===== src/hw/sadc_pkg.sv =====
// constants, types and timing counts for the sar converter readout block
// assumes one core clock; pins reach the block through synchronisers
// Summary of operation
// - convert input rising edge starts a new conversion when idle; edges during a conversion are ignored
// - busy goes high when conversion starts, low once it completes
// - chain select low: normal mode, shared pin enables serial output
// - chain select high: shared pin is serial input from upstream converter
// - enabled output shifts result or chain data on shift clock rise, msb first
// - serial output word is two's complement
// - bipolar zero sits at the all-zeros / all-ones boundary
// - strap high: no gain compression, codes span the full bipolar range
// - strap low: rescale by 5/4 so 10% to 90% of range spans full scale
// - normal mode: drive output after read enable falls, release after it rises
// - chain input sampled on shift clock rise; upstream holds it stable there
// - each conversion end prepares a 16-bit code for serial transfer
package sadc_pkg;
   localparam int CLK_PERIOD_NS = 40;
   localparam int T_CONV_MIN_NS = 278;
   localparam int T_CYC_MIN_NS = 500;
   // least time rounds up to whole core cycles
   localparam logic [3:0] CONV_CYC =
      4'((T_CONV_MIN_NS + CLK_PERIOD_NS - 1) / CLK_PERIOD_NS);
   localparam int CYC_MIN_CYC = (T_CYC_MIN_NS + CLK_PERIOD_NS - 1) / CLK_PERIOD_NS;
   localparam int WORD_W = 16;
   localparam int FIFO_DEPTH = 16;
   localparam logic [4:0] WORD_BITS = 5'h10;
   localparam logic [3:0] CNT_ZERO = 4'h0;
   localparam logic [3:0] CNT_ONE = 4'h1;
   localparam logic [4:0] BIT_ONE = 5'h01;
   localparam logic [4:0] BIT_ZERO = 5'h00;
   localparam logic [15:0] CODE_MAX = 16'h7fff;
   localparam logic [15:0] CODE_MIN = 16'h8000;
   localparam logic [15:0] CODE_ZERO = 16'h0000;
   localparam int SHIFT_MSB = 15;

   typedef enum logic [1:0] {
      ST_IDLE = 2'b00,
      ST_CONV = 2'b01,
      ST_STORE = 2'b10
   } sadc_state_t;
endpackage : sadc_pkg


===== src/hw/sadc_fifo.sv =====
// result buffer between conversion engine and serial shifter
// assumes one clock and an active-low asynchronous reset
`timescale 1ns/1ps
module sadc_fifo
   import sadc_pkg::*;
#(
   parameter int WIDTH = WORD_W,
   parameter int DEPTH = FIFO_DEPTH
) (
   input wire logic clk,
   input wire logic rst_n,
   input wire logic in_valid,
   output logic in_ready,
   input wire logic [WIDTH-1:0] in_data,
   output logic out_valid,
   input wire logic out_ready,
   output logic [WIDTH-1:0] out_data
);
   localparam int AW = $clog2(DEPTH);
   localparam logic [AW:0] FULL_CNT = (AW+1)'(DEPTH);
   localparam logic [AW:0] CNT_INC = (AW+1)'(1);
   localparam logic [AW-1:0] PTR_INC = AW'(1);

   logic [WIDTH-1:0] mem_reg [DEPTH];
   logic [WIDTH-1:0] mem_next [DEPTH];
   logic [AW-1:0] wr_reg, wr_next, rd_reg, rd_next;
   logic [AW:0] cnt_reg, cnt_next;
   logic push, pop;

   // honest flags straight off the fill count
   assign in_ready = (cnt_reg != FULL_CNT);
   assign out_valid = (cnt_reg != '0);
   assign out_data = mem_reg[rd_reg];
   assign push = in_valid && in_ready;
   assign pop = out_valid && out_ready;

   // pointer and count bookkeeping
   always_comb begin
      mem_next = mem_reg;
      wr_next = wr_reg;
      rd_next = rd_reg;
      cnt_next = cnt_reg;
      if (push) begin
         mem_next[wr_reg] = in_data;
         wr_next = wr_reg + PTR_INC;
      end
      if (pop) begin
         rd_next = rd_reg + PTR_INC;
      end
      if (push && !pop) begin
         cnt_next = cnt_reg + CNT_INC;
      end else if (pop && !push) begin
         cnt_next = cnt_reg - CNT_INC;
      end
   end

   always_ff @(posedge clk or negedge rst_n) begin
      if (!rst_n) begin
         for (int i = 0; i < DEPTH; i++) begin
            mem_reg[i] <= '0;
         end
         wr_reg <= '0;
         rd_reg <= '0;
         cnt_reg <= '0;
      end else begin
         mem_reg <= mem_next;
         wr_reg <= wr_next;
         rd_reg <= rd_next;
         cnt_reg <= cnt_next;
      end
   end
endmodule : sadc_fifo


===== src/hw/sadc_top.sv =====
// conversion control and serial readout of the 16-bit sar converter
// assumes pins and the shift clock are asynchronous to CORE_CLK;
// ANALOG_CODE stands in for the digitised input and is held around convert
`timescale 1ns/1ps
module sadc_top
   import sadc_pkg::*;
(
   input wire logic CORE_CLK,
   input wire logic NRST,
   input wire logic CONVERT_TRIGGER,
   input wire logic CHAIN_MODE,
   input wire logic READ_ENABLE_OR_CHAIN_IN,
   input wire logic SHIFT_CLK,
   input wire logic GAIN_COMPRESS_STRAP,
   input wire logic [15:0] ANALOG_CODE,
   output logic BUSY,
   output logic SERIAL_RESULT_OUT,
   output logic SERIAL_RESULT_OUT_OE_N
);
   // synchroniser stages; stage one feeds stage two only
   logic trig_s1, trig_s2, trig_d;
   logic sck_s1, sck_s2, sck_d;
   logic mode_s1, mode_s2;
   logic rdc_s1, rdc_s2;
   logic strap_s1, strap_s2;
   logic [15:0] ain_s1, ain_s2;
   logic trig_rise, sck_rise, shift_en;

   always_ff @(posedge CORE_CLK or negedge NRST) begin
      if (!NRST) begin
         trig_s1 <= 1'b0;
         trig_s2 <= 1'b0;
         trig_d <= 1'b0;
         sck_s1 <= 1'b0;
         sck_s2 <= 1'b0;
         sck_d <= 1'b0;
         mode_s1 <= 1'b0;
         mode_s2 <= 1'b0;
         rdc_s1 <= 1'b1;
         rdc_s2 <= 1'b1;
         strap_s1 <= 1'b1;
         strap_s2 <= 1'b1;
         ain_s1 <= CODE_ZERO;
         ain_s2 <= CODE_ZERO;
      end else begin
         trig_s1 <= CONVERT_TRIGGER;
         trig_s2 <= trig_s1;
         trig_d <= trig_s2;
         sck_s1 <= SHIFT_CLK;
         sck_s2 <= sck_s1;
         sck_d <= sck_s2;
         mode_s1 <= CHAIN_MODE;
         mode_s2 <= mode_s1;
         rdc_s1 <= READ_ENABLE_OR_CHAIN_IN;
         rdc_s2 <= rdc_s1;
         strap_s1 <= GAIN_COMPRESS_STRAP;
         strap_s2 <= strap_s1;
         ain_s1 <= ANALOG_CODE;
         ain_s2 <= ain_s1;
      end
   end

   // edges seen on the second stage against its delayed copy
   assign trig_rise = trig_s2 && !trig_d;
   assign sck_rise = sck_s2 && !sck_d;
   // chain mode always shifts; normal mode only while read enable is low
   assign shift_en = mode_s2 || !rdc_s2;

   // conversion engine
   sadc_state_t state_reg, state_next;
   logic [3:0] cnt_reg, cnt_next;
   logic busy_reg, busy_next;
   logic [15:0] samp_reg, samp_next;
   logic gcomp_reg, gcomp_next;
   logic push;
   logic [15:0] code;
   logic [16:0] scaled;
   logic fifo_in_ready, fifo_out_valid, pop;
   logic [15:0] fifo_out_data;

   // gain compression stretches by 5/4 so 10%..90% spans full scale
   always_comb begin
      scaled = {samp_reg[15], samp_reg} + {{3{samp_reg[15]}}, samp_reg[15:2]};
      code = samp_reg;
      if (gcomp_reg) begin
         if (scaled[16] != scaled[15]) begin
            code = scaled[16] ? CODE_MIN : CODE_MAX;
         end else begin
            code = scaled[15:0];
         end
      end
   end

   // convert edges during a conversion are ignored; the host spaces them
   always_comb begin
      state_next = state_reg;
      cnt_next = cnt_reg;
      busy_next = busy_reg;
      samp_next = samp_reg;
      gcomp_next = gcomp_reg;
      push = 1'b0;
      unique case (state_reg)
         ST_IDLE: begin
            if (trig_rise) begin
               state_next = ST_CONV;
               cnt_next = CONV_CYC - CNT_ONE;
               samp_next = ain_s2;
               gcomp_next = !strap_s2;
               busy_next = 1'b1;
            end
         end
         ST_CONV: begin
            if (cnt_reg == CNT_ZERO) begin
               state_next = ST_STORE;
            end else begin
               cnt_next = cnt_reg - CNT_ONE;
            end
         end
         ST_STORE: begin
            // a full buffer stalls here with busy still high
            push = 1'b1;
            if (fifo_in_ready) begin
               state_next = ST_IDLE;
               busy_next = 1'b0;
            end
         end
      endcase
   end

   always_ff @(posedge CORE_CLK or negedge NRST) begin
      if (!NRST) begin
         state_reg <= ST_IDLE;
         cnt_reg <= CNT_ZERO;
         busy_reg <= 1'b0;
         samp_reg <= CODE_ZERO;
         gcomp_reg <= 1'b0;
      end else begin
         state_reg <= state_next;
         cnt_reg <= cnt_next;
         busy_reg <= busy_next;
         samp_reg <= samp_next;
         gcomp_reg <= gcomp_next;
      end
   end

   sadc_fifo #(
      .WIDTH(WORD_W),
      .DEPTH(FIFO_DEPTH)
   ) sadc_fifo_inst (
      .clk(CORE_CLK),
      .rst_n(NRST),
      .in_valid(push),
      .in_ready(fifo_in_ready),
      .in_data(code),
      .out_valid(fifo_out_valid),
      .out_ready(pop),
      .out_data(fifo_out_data)
   );

   // serial shifter; a new word loads only once 16 bits have left
   logic [15:0] sr_reg, sr_next;
   logic [4:0] bits_reg, bits_next;
   logic dout_reg, dout_next, oen_reg, oen_next;

   always_comb begin
      sr_next = sr_reg;
      bits_next = bits_reg;
      pop = 1'b0;
      if (sck_rise && shift_en) begin
         // chain data enters at the bottom and trails the own word
         sr_next = {sr_reg[14:0], mode_s2 && rdc_s2};
         if (bits_reg != WORD_BITS) begin
            bits_next = bits_reg + BIT_ONE;
         end
      end else if (fifo_out_valid && bits_reg == WORD_BITS) begin
         // limitation: in chain mode unread chain bits are replaced here
         pop = 1'b1;
         sr_next = fifo_out_data;
         bits_next = BIT_ZERO;
      end
      dout_next = sr_next[SHIFT_MSB];
      oen_next = mode_s2 ? 1'b0 : rdc_s2;
   end

   always_ff @(posedge CORE_CLK or negedge NRST) begin
      if (!NRST) begin
         sr_reg <= CODE_ZERO;
         bits_reg <= WORD_BITS;
         dout_reg <= 1'b0;
         oen_reg <= 1'b1;
      end else begin
         sr_reg <= sr_next;
         bits_reg <= bits_next;
         dout_reg <= dout_next;
         oen_reg <= oen_next;
      end
   end

   assign BUSY = busy_reg;
   assign SERIAL_RESULT_OUT = dout_reg;
   assign SERIAL_RESULT_OUT_OE_N = oen_reg;
endmodule : sadc_top


===== config.mk =====
export PLATFORM = sky130hd
export DESIGN_NAME = sadc_top
export DESIGN_NICKNAME = d
export VERILOG_FILES = /design/src/hw/sadc_pkg.sv /design/src/hw/sadc_fifo.sv /design/src/hw/sadc_top.sv
export SDC_FILE = /design/constraint.sdc
export NUM_CORES = 1
export LEC_CHECK = 0
export BUFFER_PORTS_ARGS = -buffer_cell sky130_fd_sc_hd__buf_4
export CELL_PAD_IN_SITES_DETAIL_PLACEMENT = 1
export CELL_PAD_IN_SITES_GLOBAL_PLACEMENT = 1
export CORE_UTILIZATION = 57
export CTS_CLUSTER_SIZE = 14
export DETAILED_ROUTE_END_ITERATION = 16
export GPL_TIMING_DRIVEN = 0
export PLACE_DENSITY_LB_ADDON = 0.15
export SLEW_MARGIN = 25
export SYNTH_ARGS = -nofsm -noshare
export SYNTH_HDL_FRONTEND = slang
export SYNTH_HIERARCHICAL = 1
export SYNTH_SLANG_ARGS = --single-unit

===== constraint.sdc =====
create_clock -name CORE_CLK -period 5.35 [get_ports CORE_CLK]
set_input_delay 1.605 -clock CORE_CLK [delete_from_list [all_inputs] [get_ports CORE_CLK]]
set_output_delay 1.605 -clock CORE_CLK [all_outputs]
set_load 0.005 [all_outputs]

==> results of run 1 <==
[kinds of logic (layout without fill, tap and decap cells)]
kind of cell / count (synthesis) / in the layout / share of synthesized area, %
compound gates: 173 / 173 / 7.00
xor+xnor: 19 / 19 / 0.978
flops: 359 / 359 / 52.8
buf+inv: 120 / 221 / 3.66
fa+ha+maj: 32 / 32 / 2.44
mux: 387 / 387 / 27.6
simple gates: 160 / 160 / 5.49
[final cells by class]
class	count	area share [%]
flip-flops and latches	359	46.9
well taps	384	2.50
clock buffers	59	6.11
inverters	35	0.685
repair buffers	29	1.59
multi-input cells	771	38.6
clock inverters	13	1.10
plain buffers	85	2.56
[worst max-delay path by stage]
stage               cells after the start                                 endpoint                             startpoint  slack [ns]
finish                                 12    sadc_fifo_inst/cnt_reg[4]$_DFFE_PN0P_  sadc_fifo_inst/cnt_reg[0]$_DFFE_PN0P_        1.19
global placement                        1  sadc_fifo_inst/mem_reg[147]$_DFFE_PN0P_                                   NRST       -0.69
global route                           12    sadc_fifo_inst/cnt_reg[4]$_DFFE_PN0P_  sadc_fifo_inst/cnt_reg[0]$_DFFE_PN0P_         1.0
detailed placement                     12    sadc_fifo_inst/cnt_reg[4]$_DFFE_PN0P_  sadc_fifo_inst/cnt_reg[0]$_DFFE_PN0P_        1.38
floorplan                              11   sadc_fifo_inst/mem_reg[53]$_DFFE_PN0P_               samp_reg[10]$_DFFE_PN0P_        2.47
CTS                                    12    sadc_fifo_inst/cnt_reg[4]$_DFFE_PN0P_  sadc_fifo_inst/cnt_reg[0]$_DFFE_PN0P_        1.22
[power by group through the flow]
| stage | sequential [W] | combinational, W | clock, W |
|---|---|---|---|
| final | 0.00344 | 0.00345 | 0.00289 |
| after global routing | 0.00348 | 0.00376 | 0.00303 |
| after CTS | 0.00343 | 0.00346 | 0.00293 |
| after detailed placement | 0.00345 | 0.00336 | 0 |
| after global placement | 0.00342 | 0.00319 | 0 |
| after floorplan | 0.00334 | 0.00242 | 0 |
[through the flow]
step           hold slack, ns  setup TNS (ns)  setup slack [ns]
6_report                0.349               0              1.19
5_1_grt                 0.364               0             0.997
4_1_cts                 0.350               0              1.22
3_5_place_dp            0.336               0              1.38
3_3_place_gp            0.332         -229.85            -0.690
2_1_floorplan           0.331               0              2.47
[layout by cell type (no fill, tap or decap), types with 4 or more instances in the layout]
cell type  count
a22oi_1       16
o21ai_0       37
buf_4         30
buf_16         4
buf_6         14
clkbuf_1      50
nor2_1        48
dfrtp_1      353
clkbuf_16     40
mux2_2       252
a21oi_1       35
clkinv_2       4
mux2_4        20
nand3_4       12
inv_1         33
a211oi_1       4
clkbuf_8      10
xnor2_1       15
a21o_1         8
buf_2         22
o22ai_1       14
ha_1          30
xor2_1         4
bufinv_16      5
nor2b_1        6
nor3_1        13
nand2_1       43
mux4_2        32
a31oi_1        4
mux2i_1       81
nand3_1       15
dfstp_2        6
a221oi_1      33
[metal layers]
layer  up-vias  track usage (%)  part of all wire (%)
met3       105             3.85                   3.5
met1      5850             39.5                    42
met2       259             52.9                    51
met4         0             13.7                   4.0
li1       4735                -                     -
met5         -                0                     0
==> out/results.ini, run 1 <==
[pwr]
p_comb_share_pct=35.3
p_seq_share_pct=35.2
power.total_w=0.00978
p_int_w=0.00614
p_switching_w=0.00364
p_leak_nw=9.08
p_clk_share_pct=29.5
swShare_pct=37.2
p_per_area_mw_per_mm2=510
ir_drop_mv=0.290

[setup_path]
crit_path_start_kind=register
timing.rr.start=sadc_fifo_inst/cnt_reg[0]$_DFFE_PN0P_
critPathTopFamily=simple AND/OR/NAND/NOR gates
slowest_stage=nor2b_1
arrival_ns=4.61
reg2reg_to=sadc_fifo_inst/cnt_reg[4]$_DFFE_PN0P_
critPathMaxFanout=8
crit_path_frequent_cell=nand2_1
cp.required_ns=5.80
cp.buffers_inverters=1
worstSetupEndpointType=register
slowest_delay_ns=0.69
r2r_cells=12
worst-r2r-setup-slack_ns=1.19
worstPathCellList=nor2_1 -> nand2_1 -> nand2_1 -> nor2b_1 -> nand2_1 -> ha_1 -> inv_1 -> ha_1 -> a21o_1 -> a21oi_1 -> mux2i_1 -> xnor2_1
crit_type=register to register

[logic_synthesis]
netlist.area_leader.share_pct=51.9
synth_edf_count=0
synth_most_common_cell=dfrtp_1
ys_top_cells_by_count=dfrtp_1 (353), mux2_2 (252), mux2i_1 (81), nor2_1 (48), nand2_1 (43)
ys_seq_area_share_pct=52.8
synth.largest_area_cell=dfrtp_1
synth.yosys.warnings=6
synthTopCellsByArea=dfrtp_1 (52%), mux2_2 (17%), mux2i_1 (4.8%)
syn_avg_cell_area_um2=13.6
synth_flop_cell=dfrtp_1
synth_fp_nets=1305
async_flop_share_pct=100
synth-seq-cells=359
synthCells=1250
netlist_area_mm2=0.0170
synth_cell_type_count=68

[die]
core_area_mm2=0.0290
num_rows=62
dieWidth_um=175
ios=26
die_h_um=175
dieArea_mm2=0.0305
initial_core_util_pct=58.6

[final_layout]
fill_cells=2739
largest_register_ffs=256
seqCellArea_mm2=0.00899
final_util_pct=66.1
multi_input_area_mm2=0.00740
final_cells=1735
antenna_cells=0
nets=1376
fin_area_mm2=0.0192
area_delta_synth_final_pct=12.8
drive_above_1_share_pct=35.0

[timing]
skew_ns=0.0270
slew_viol_final=0
hold_viol=0
fmax_mhz=240
relSlewSlack_pct=32.2
final-setup-viol-count=0
fin_crit_sh_pct=77.8
rsz0062_at_grt=false
fin_crit_ns=4.16
tightestPinTransition_ns=1.01

[place]
port_buffers=25
placed_cell_area_mm2=0.0178
place.gp.congestion=0.856
hpwl_um=29900
dp.cells=1663

[global_routing]
grt.overflow.total=0
grt_pass1_wl_um=71900
grt_start_max_net_pins=89
antenna_found_initial=0
grt_use_total_pct=30.9
grt_pass1_vias=12500

[clocking]
cts-root-buf=clkbuf_16
clk_pin_slew_worst_paths_ns=0.06
cts_made_buffers=40
worstSkewPairLatency_ns=0.55
cts_setup_buffers=0
post_cts_resized=0
htreeDepth=2
ctsHoldBuffers=0
cts.sinks=359
tritoncts=yes
clock_path_buffers=3

[detailed_routing]
drt-total-wl_um=45100
drc=0
detail-route-antenna-nets=0
routedWlPerCell_um=26.0
vias=10900
vias_per_cell=6.31
initialDrtViolationCount=691
drt_pass1_iterations=5

[min_path]
hp-class=register to register
hp-start=ain_s1[11]$_DFF_PN0_
whs_path_depth=0
hold_end=ain_s2[11]$_DFF_PN0_

[outcome]
status=finished, final reports clean

[run]
drv_cap=0

No activity file was read; power rests on OpenSTA's default activity.
==> run 2: changes to the inputs <==
--- a/config.mk
+++ b/config.mk
@@ -8,7 +8,7 @@
 export BUFFER_PORTS_ARGS = -buffer_cell sky130_fd_sc_hd__buf_4
 export CELL_PAD_IN_SITES_DETAIL_PLACEMENT = 1
 export CELL_PAD_IN_SITES_GLOBAL_PLACEMENT = 1
-export CORE_UTILIZATION = 57
+export CORE_UTILIZATION = 48
 export CTS_CLUSTER_SIZE = 14
 export DETAILED_ROUTE_END_ITERATION = 16
 export GPL_TIMING_DRIVEN = 0
==> constraint.sdc (replaced) <==
create_clock -name CORE_CLK -period 3.7 [get_ports CORE_CLK]
set_input_delay 1.11 -clock CORE_CLK [delete_from_list [all_inputs] [get_ports CORE_CLK]]
set_output_delay 1.11 -clock CORE_CLK [all_outputs]
set_load 0.005 [all_outputs]
==> out/results.ini, run 2 (same netlist as run 1, synthesis figures left out) <==
[outcome]
status=finished, final reports clean

[timing]
fin_crit_sh_pct=94.0
worst_slack_ns=0.220
slew_viol_final=0
skew_ns=0.0149
fin_crit_ns=3.48
holdWs_ns=0.341
setup-tns-final_ns=0
relSlewSlack_pct=43.5
rsz0062_at_grt=true
hold_viol=0
tightestPinTransition_ns=0.847
final-setup-viol-count=0
fmax_mhz=287

[die]
dieArea_mm2=0.0362
initial_core_util_pct=49.0
dieWidth_um=190
die_h_um=190
ios=26
num_rows=68
core_area_mm2=0.0347

[global_routing]
grt.overflow.total=0
grt_use_total_pct=23.3
antenna_found_initial=0
grt_pass1_wl_um=65500
grt_start_max_net_pins=96
grt_pass1_vias=11500

[setup_path]
cp.required_ns=4.17
worst-r2r-setup-slack_ns=0.22
cp-endpoint=sadc_fifo_inst/mem_reg[146]$_DFFE_PN0P_
reg2reg_to=sadc_fifo_inst/mem_reg[146]$_DFFE_PN0P_
timing.rr.start=samp_reg[9]$_DFFE_PN0P_
worst-path-stages=11
slowest_stage=clkbuf_1
worstPathCellList=ha_1 -> clkbuf_1 -> nand3_1 -> nor2_1 -> a221oi_4 -> o21ai_2 -> buf_2 -> nor2_1 -> o22ai_2 -> clkbuf_1 -> mux2_2
arrival_ns=3.95
worstSetupEndpointType=register
critPathLaunch=samp_reg[9]$_DFFE_PN0P_
critPathMaxFanout=10
crit_path_start_kind=register
cp.buffers_inverters=3
critPathTopFamily=buffers and inverters
crit_type=register to register
r2r_cells=11
slowest_delay_ns=0.47

[clocking]
htreeDepth=2
cts_setup_buffers=0
cts.sinks=359
cts_made_buffers=41
post_cts_resized=1
worstSkewPairLatency_ns=0.54
tritoncts=yes
cts-root-buf=clkbuf_16
clk_pin_slew_worst_paths_ns=0.06
clock_path_buffers=3
ctsHoldBuffers=0

[detailed_routing]
vias_per_cell=5.75
drt_pass1_iterations=4
drc=0
initialDrtViolationCount=531
vias=10400
routedWlPerCell_um=22.0
drt-total-wl_um=39800
detail-route-antenna-nets=0

[final_layout]
largest_register_ffs=256
layout_commonest_cell=dfrtp_1
drive_above_1_share_pct=36.2
antenna_cells=0
nets=1377
layout_common_cells=dfrtp_1 (353), mux2_2 (252), mux2i_1 (81), clkbuf_1 (51), nor2_1 (48)
area_delta_synth_final_pct=13.3

[min_path]
hp-start=ain_s1[3]$_DFF_PN0_
hp-class=register to register

[pwr]
ir_drop_mv=0.504
p_leak_nw=9.06
power.total_w=0.0138
p_per_area_mw_per_mm2=717

[place]
port_buffers=25
dp_slack_ns=0.0305
hpwl_um=28200
place.gp.congestion=0.830

[run]
drv_cap=0

[run 2: worst min-delay path by stage]
| stage | endpoint | cells after the start |
|---|---|---|
| detailed placement | ain_s2[3]$_DFF_PN0_ | 0 |
| CTS | ain_s2[3]$_DFF_PN0_ | 0 |
| floorplan | ain_s2[0]$_DFF_PN0_ | 0 |
| global route | ain_s2[3]$_DFF_PN0_ | 0 |
| global placement | ain_s2[2]$_DFF_PN0_ | 0 |
| finish | ain_s2[3]$_DFF_PN0_ | 0 |
[run 2: area by class of cell]
type                            count  area [um2]
Fill cell                        3419       15400
Clock inverter                     10        71.3
Clock buffer                       64        1200
Timing Repair Buffer               29         305
Sequential cell                   359        8990
Inverter                           35         131
Multi-Input combinational cell    771        7500
Buffer                             85         498
Tap cell                          455         569
[run 2: through the flow]
stage               instances  utilization [%]  cell area [um2]
floorplan                1250                -            17000
global placement         1730             51.2            17800
detailed placement       1734             51.5            17900
CTS                      1808             55.2            19200
global route             1808             55.5            19300
finish                   1808             55.5            19300
[run 2: report_power, final]
| part | switching [W] | total, W | internal, W | leakage, nW |
|---|---|---|---|---|
| Clock | 0.00160 | 0.00384 | 0.00225 | 0.616 |
| Sequential | 0.000419 | 0.00491 | 0.00450 | 4.75 |
| Combinational | 0.00312 | 0.00506 | 0.00193 | 3.70 |
[run 2: metal layers]
| metal | part of all wire [%] | up-vias | GRT usage [%] |
|---|---|---|---|
| met1 | 45 | 5477 | 31.4 |
| met5 | 0 | - | 0 |
| met4 | 2.5 | 0 | 6.98 |
| li1 | - | 4720 | - |
| met3 | 3.3 | 67 | 3.42 |
| met2 | 50 | 140 | 39.1 |
==> run 3: changes to the inputs <==
--- a/config.mk
+++ b/config.mk
@@ -6,9 +6,7 @@
 export NUM_CORES = 1
 export LEC_CHECK = 0
 export BUFFER_PORTS_ARGS = -buffer_cell sky130_fd_sc_hd__buf_4
-export CELL_PAD_IN_SITES_DETAIL_PLACEMENT = 1
-export CELL_PAD_IN_SITES_GLOBAL_PLACEMENT = 1
-export CORE_UTILIZATION = 48
+export CORE_UTILIZATION = 28
 export CTS_CLUSTER_SIZE = 14
 export DETAILED_ROUTE_END_ITERATION = 16
 export GPL_TIMING_DRIVEN = 0
==> out/results.ini, run 3 (same netlist as run 1, synthesis figures left out) <==
[outcome]
status=finished, final reports clean

[final_layout]
drive_above_1_share_pct=36.9
seqCellArea_mm2=0.00899
area_delta_synth_final_pct=16.8
layout_common_cells=dfrtp_1 (353), mux2_2 (252), mux2i_1 (81), nor2_1 (48), clkbuf_1 (46)
fill_cells=5855
largest_register_ffs=256
nets=1380
multi_input_area_mm2=0.00750
layout_commonest_cell=dfrtp_1

[timing]
worst_slack_ns=0.250
final-setup-viol-count=0
relSlewSlack_pct=38.0
setup-tns-final_ns=0
fin_crit_sh_pct=93.3
hold_viol=0
rsz0062_at_grt=false
tightestPinTransition_ns=0.930
fin_crit_ns=3.45
slew_viol_final=0
skew_ns=0.0175
fmax_mhz=290
holdWs_ns=0.344

[detailed_routing]
drt_pass1_iterations=4
detail-route-antenna-nets=0
routedWlPerCell_um=19.0
vias=10200
drt-total-wl_um=40400
drc=0
initialDrtViolationCount=500
vias_per_cell=4.78

[clocking]
cts.sinks=359
cts-root-buf=clkbuf_16
cts_made_buffers=43
ctsHoldBuffers=0
clock_path_buffers=3
tritoncts=yes
htreeDepth=2
clk_pin_slew_worst_paths_ns=0.06
worstSkewPairLatency_ns=0.56

[pwr]
ir_drop_mv=0.324
p_leak_nw=9.18
p_per_area_mw_per_mm2=716
power.total_w=0.0142

[place]
place.gp.congestion=0.768
port_buffers=25
dp_slack_ns=-0.0785
hpwl_um=29400

[global_routing]
grt_use_total_pct=13.5
grt_pass1_wl_um=65100
antenna_found_initial=1
grt.overflow.total=0
grt_start_max_net_pins=88
grt_pass1_vias=10800

[setup_path]
worstSetupEndpointType=register
crit_type=register to register
cp.required_ns=4.14
critPathMaxFanout=10
arrival_ns=3.89
crit_path_start_kind=register

[run]
drv_cap=0

[die]
initial_core_util_pct=28.6
ios=26
die_h_um=248
dieWidth_um=248
core_area_mm2=0.0596
dieArea_mm2=0.0617
num_rows=89

[min_path]
hp-class=register to register

## run 3: changes by cell type in the layout (fill, tap and decap cells not counted), moves of 2 or more
cell	previous run	this run
clkbuf_16	43	45
clkinvlp_4	3	0
clkbuf_8	5	11
clkbuf_1	51	46
diode_2	0	2
o22ai_2	12	14
bufinv_16	0	3
o22ai_1	2	0
## run 3: critical path, cell delays in order (launching register included)
cell and delay (ns):
dfrtp_1 0.43, ha_1 0.41, a21o_1 0.23, a311o_1 0.40, a221oi_4 0.37, a21oi_2 0.10
o21ai_2 0.34, buf_6 0.24, o22ai_2 0.18, clkbuf_1 0.30, mux2_2 0.32
## run 3: layer usage
layer	vias up	global-route usage [%]	wire length (um)
li1	4744	-	-
met1	5260	18.7	19500
met2	130	21.2	18500
met3	60	2.84	1650
met4	0	3.69	830
met5	-	0	0
## run 3: layout make-up
type	count	share of cell area, %
flip-flops and latches	359	45.2
clock inverters	9	0.623
well taps	773	4.87
multi-input cells	771	37.7
diodes	2	0.0252
inverters	35	0.661
clock buffers	68	6.65
plain buffers	85	2.51
repair buffers	30	1.67
## run 3: worst paths after layout
kind / cells past startpoint / endpoint / start / slack [ns]
worst max-delay path: 10 / sadc_fifo_inst/mem_reg[188]$_DFFE_PN0P_ / samp_reg[8]$_DFFE_PN0P_ / 0.25
min in group asynchronous: 1 / sck_s1$_DFF_PN0_ / NRST / 0.42
max in group asynchronous: 4 / sadc_fifo_inst/mem_reg[249]$_DFFE_PN0P_ / NRST / 1.97
worst max register to register: 10 / sadc_fifo_inst/mem_reg[188]$_DFFE_PN0P_ / samp_reg[8]$_DFFE_PN0P_ / 0.25
worst min-delay path: 0 / ain_s2[14]$_DFF_PN0_ / ain_s1[14]$_DFF_PN0_ / 0.34
worst min register to register: 0 / ain_s2[14]$_DFF_PN0_ / ain_s1[14]$_DFF_PN0_ / 0.34
## run 3: report_power, final
group          internal, W  leakage [nW]  switching, W
sequential         0.00449          4.75      0.000399
clock              0.00265         0.714       0.00167
combinational      0.00194          3.72       0.00308
total              0.00909          9.18       0.00515
## run 3: per-stage QoR
step / area (um2) / util (%) / instances
6_report: 19900 / 33.4 / 2132
5_1_grt: 19900 / 33.4 / 2130
4_1_cts: 19800 / 33.2 / 2130
3_5_place_dp: 18300 / 30.7 / 2053
3_3_place_gp: 18200 / 30.5 / 2048
2_1_floorplan: 17000 / - / 1250
## run 3: repair_timing
item                       4_1_cts  5_1_grt
setup buffers                    0        0
resized for setup                3       26
gates cloned                     0        0
setup endpoints to repair       20      141
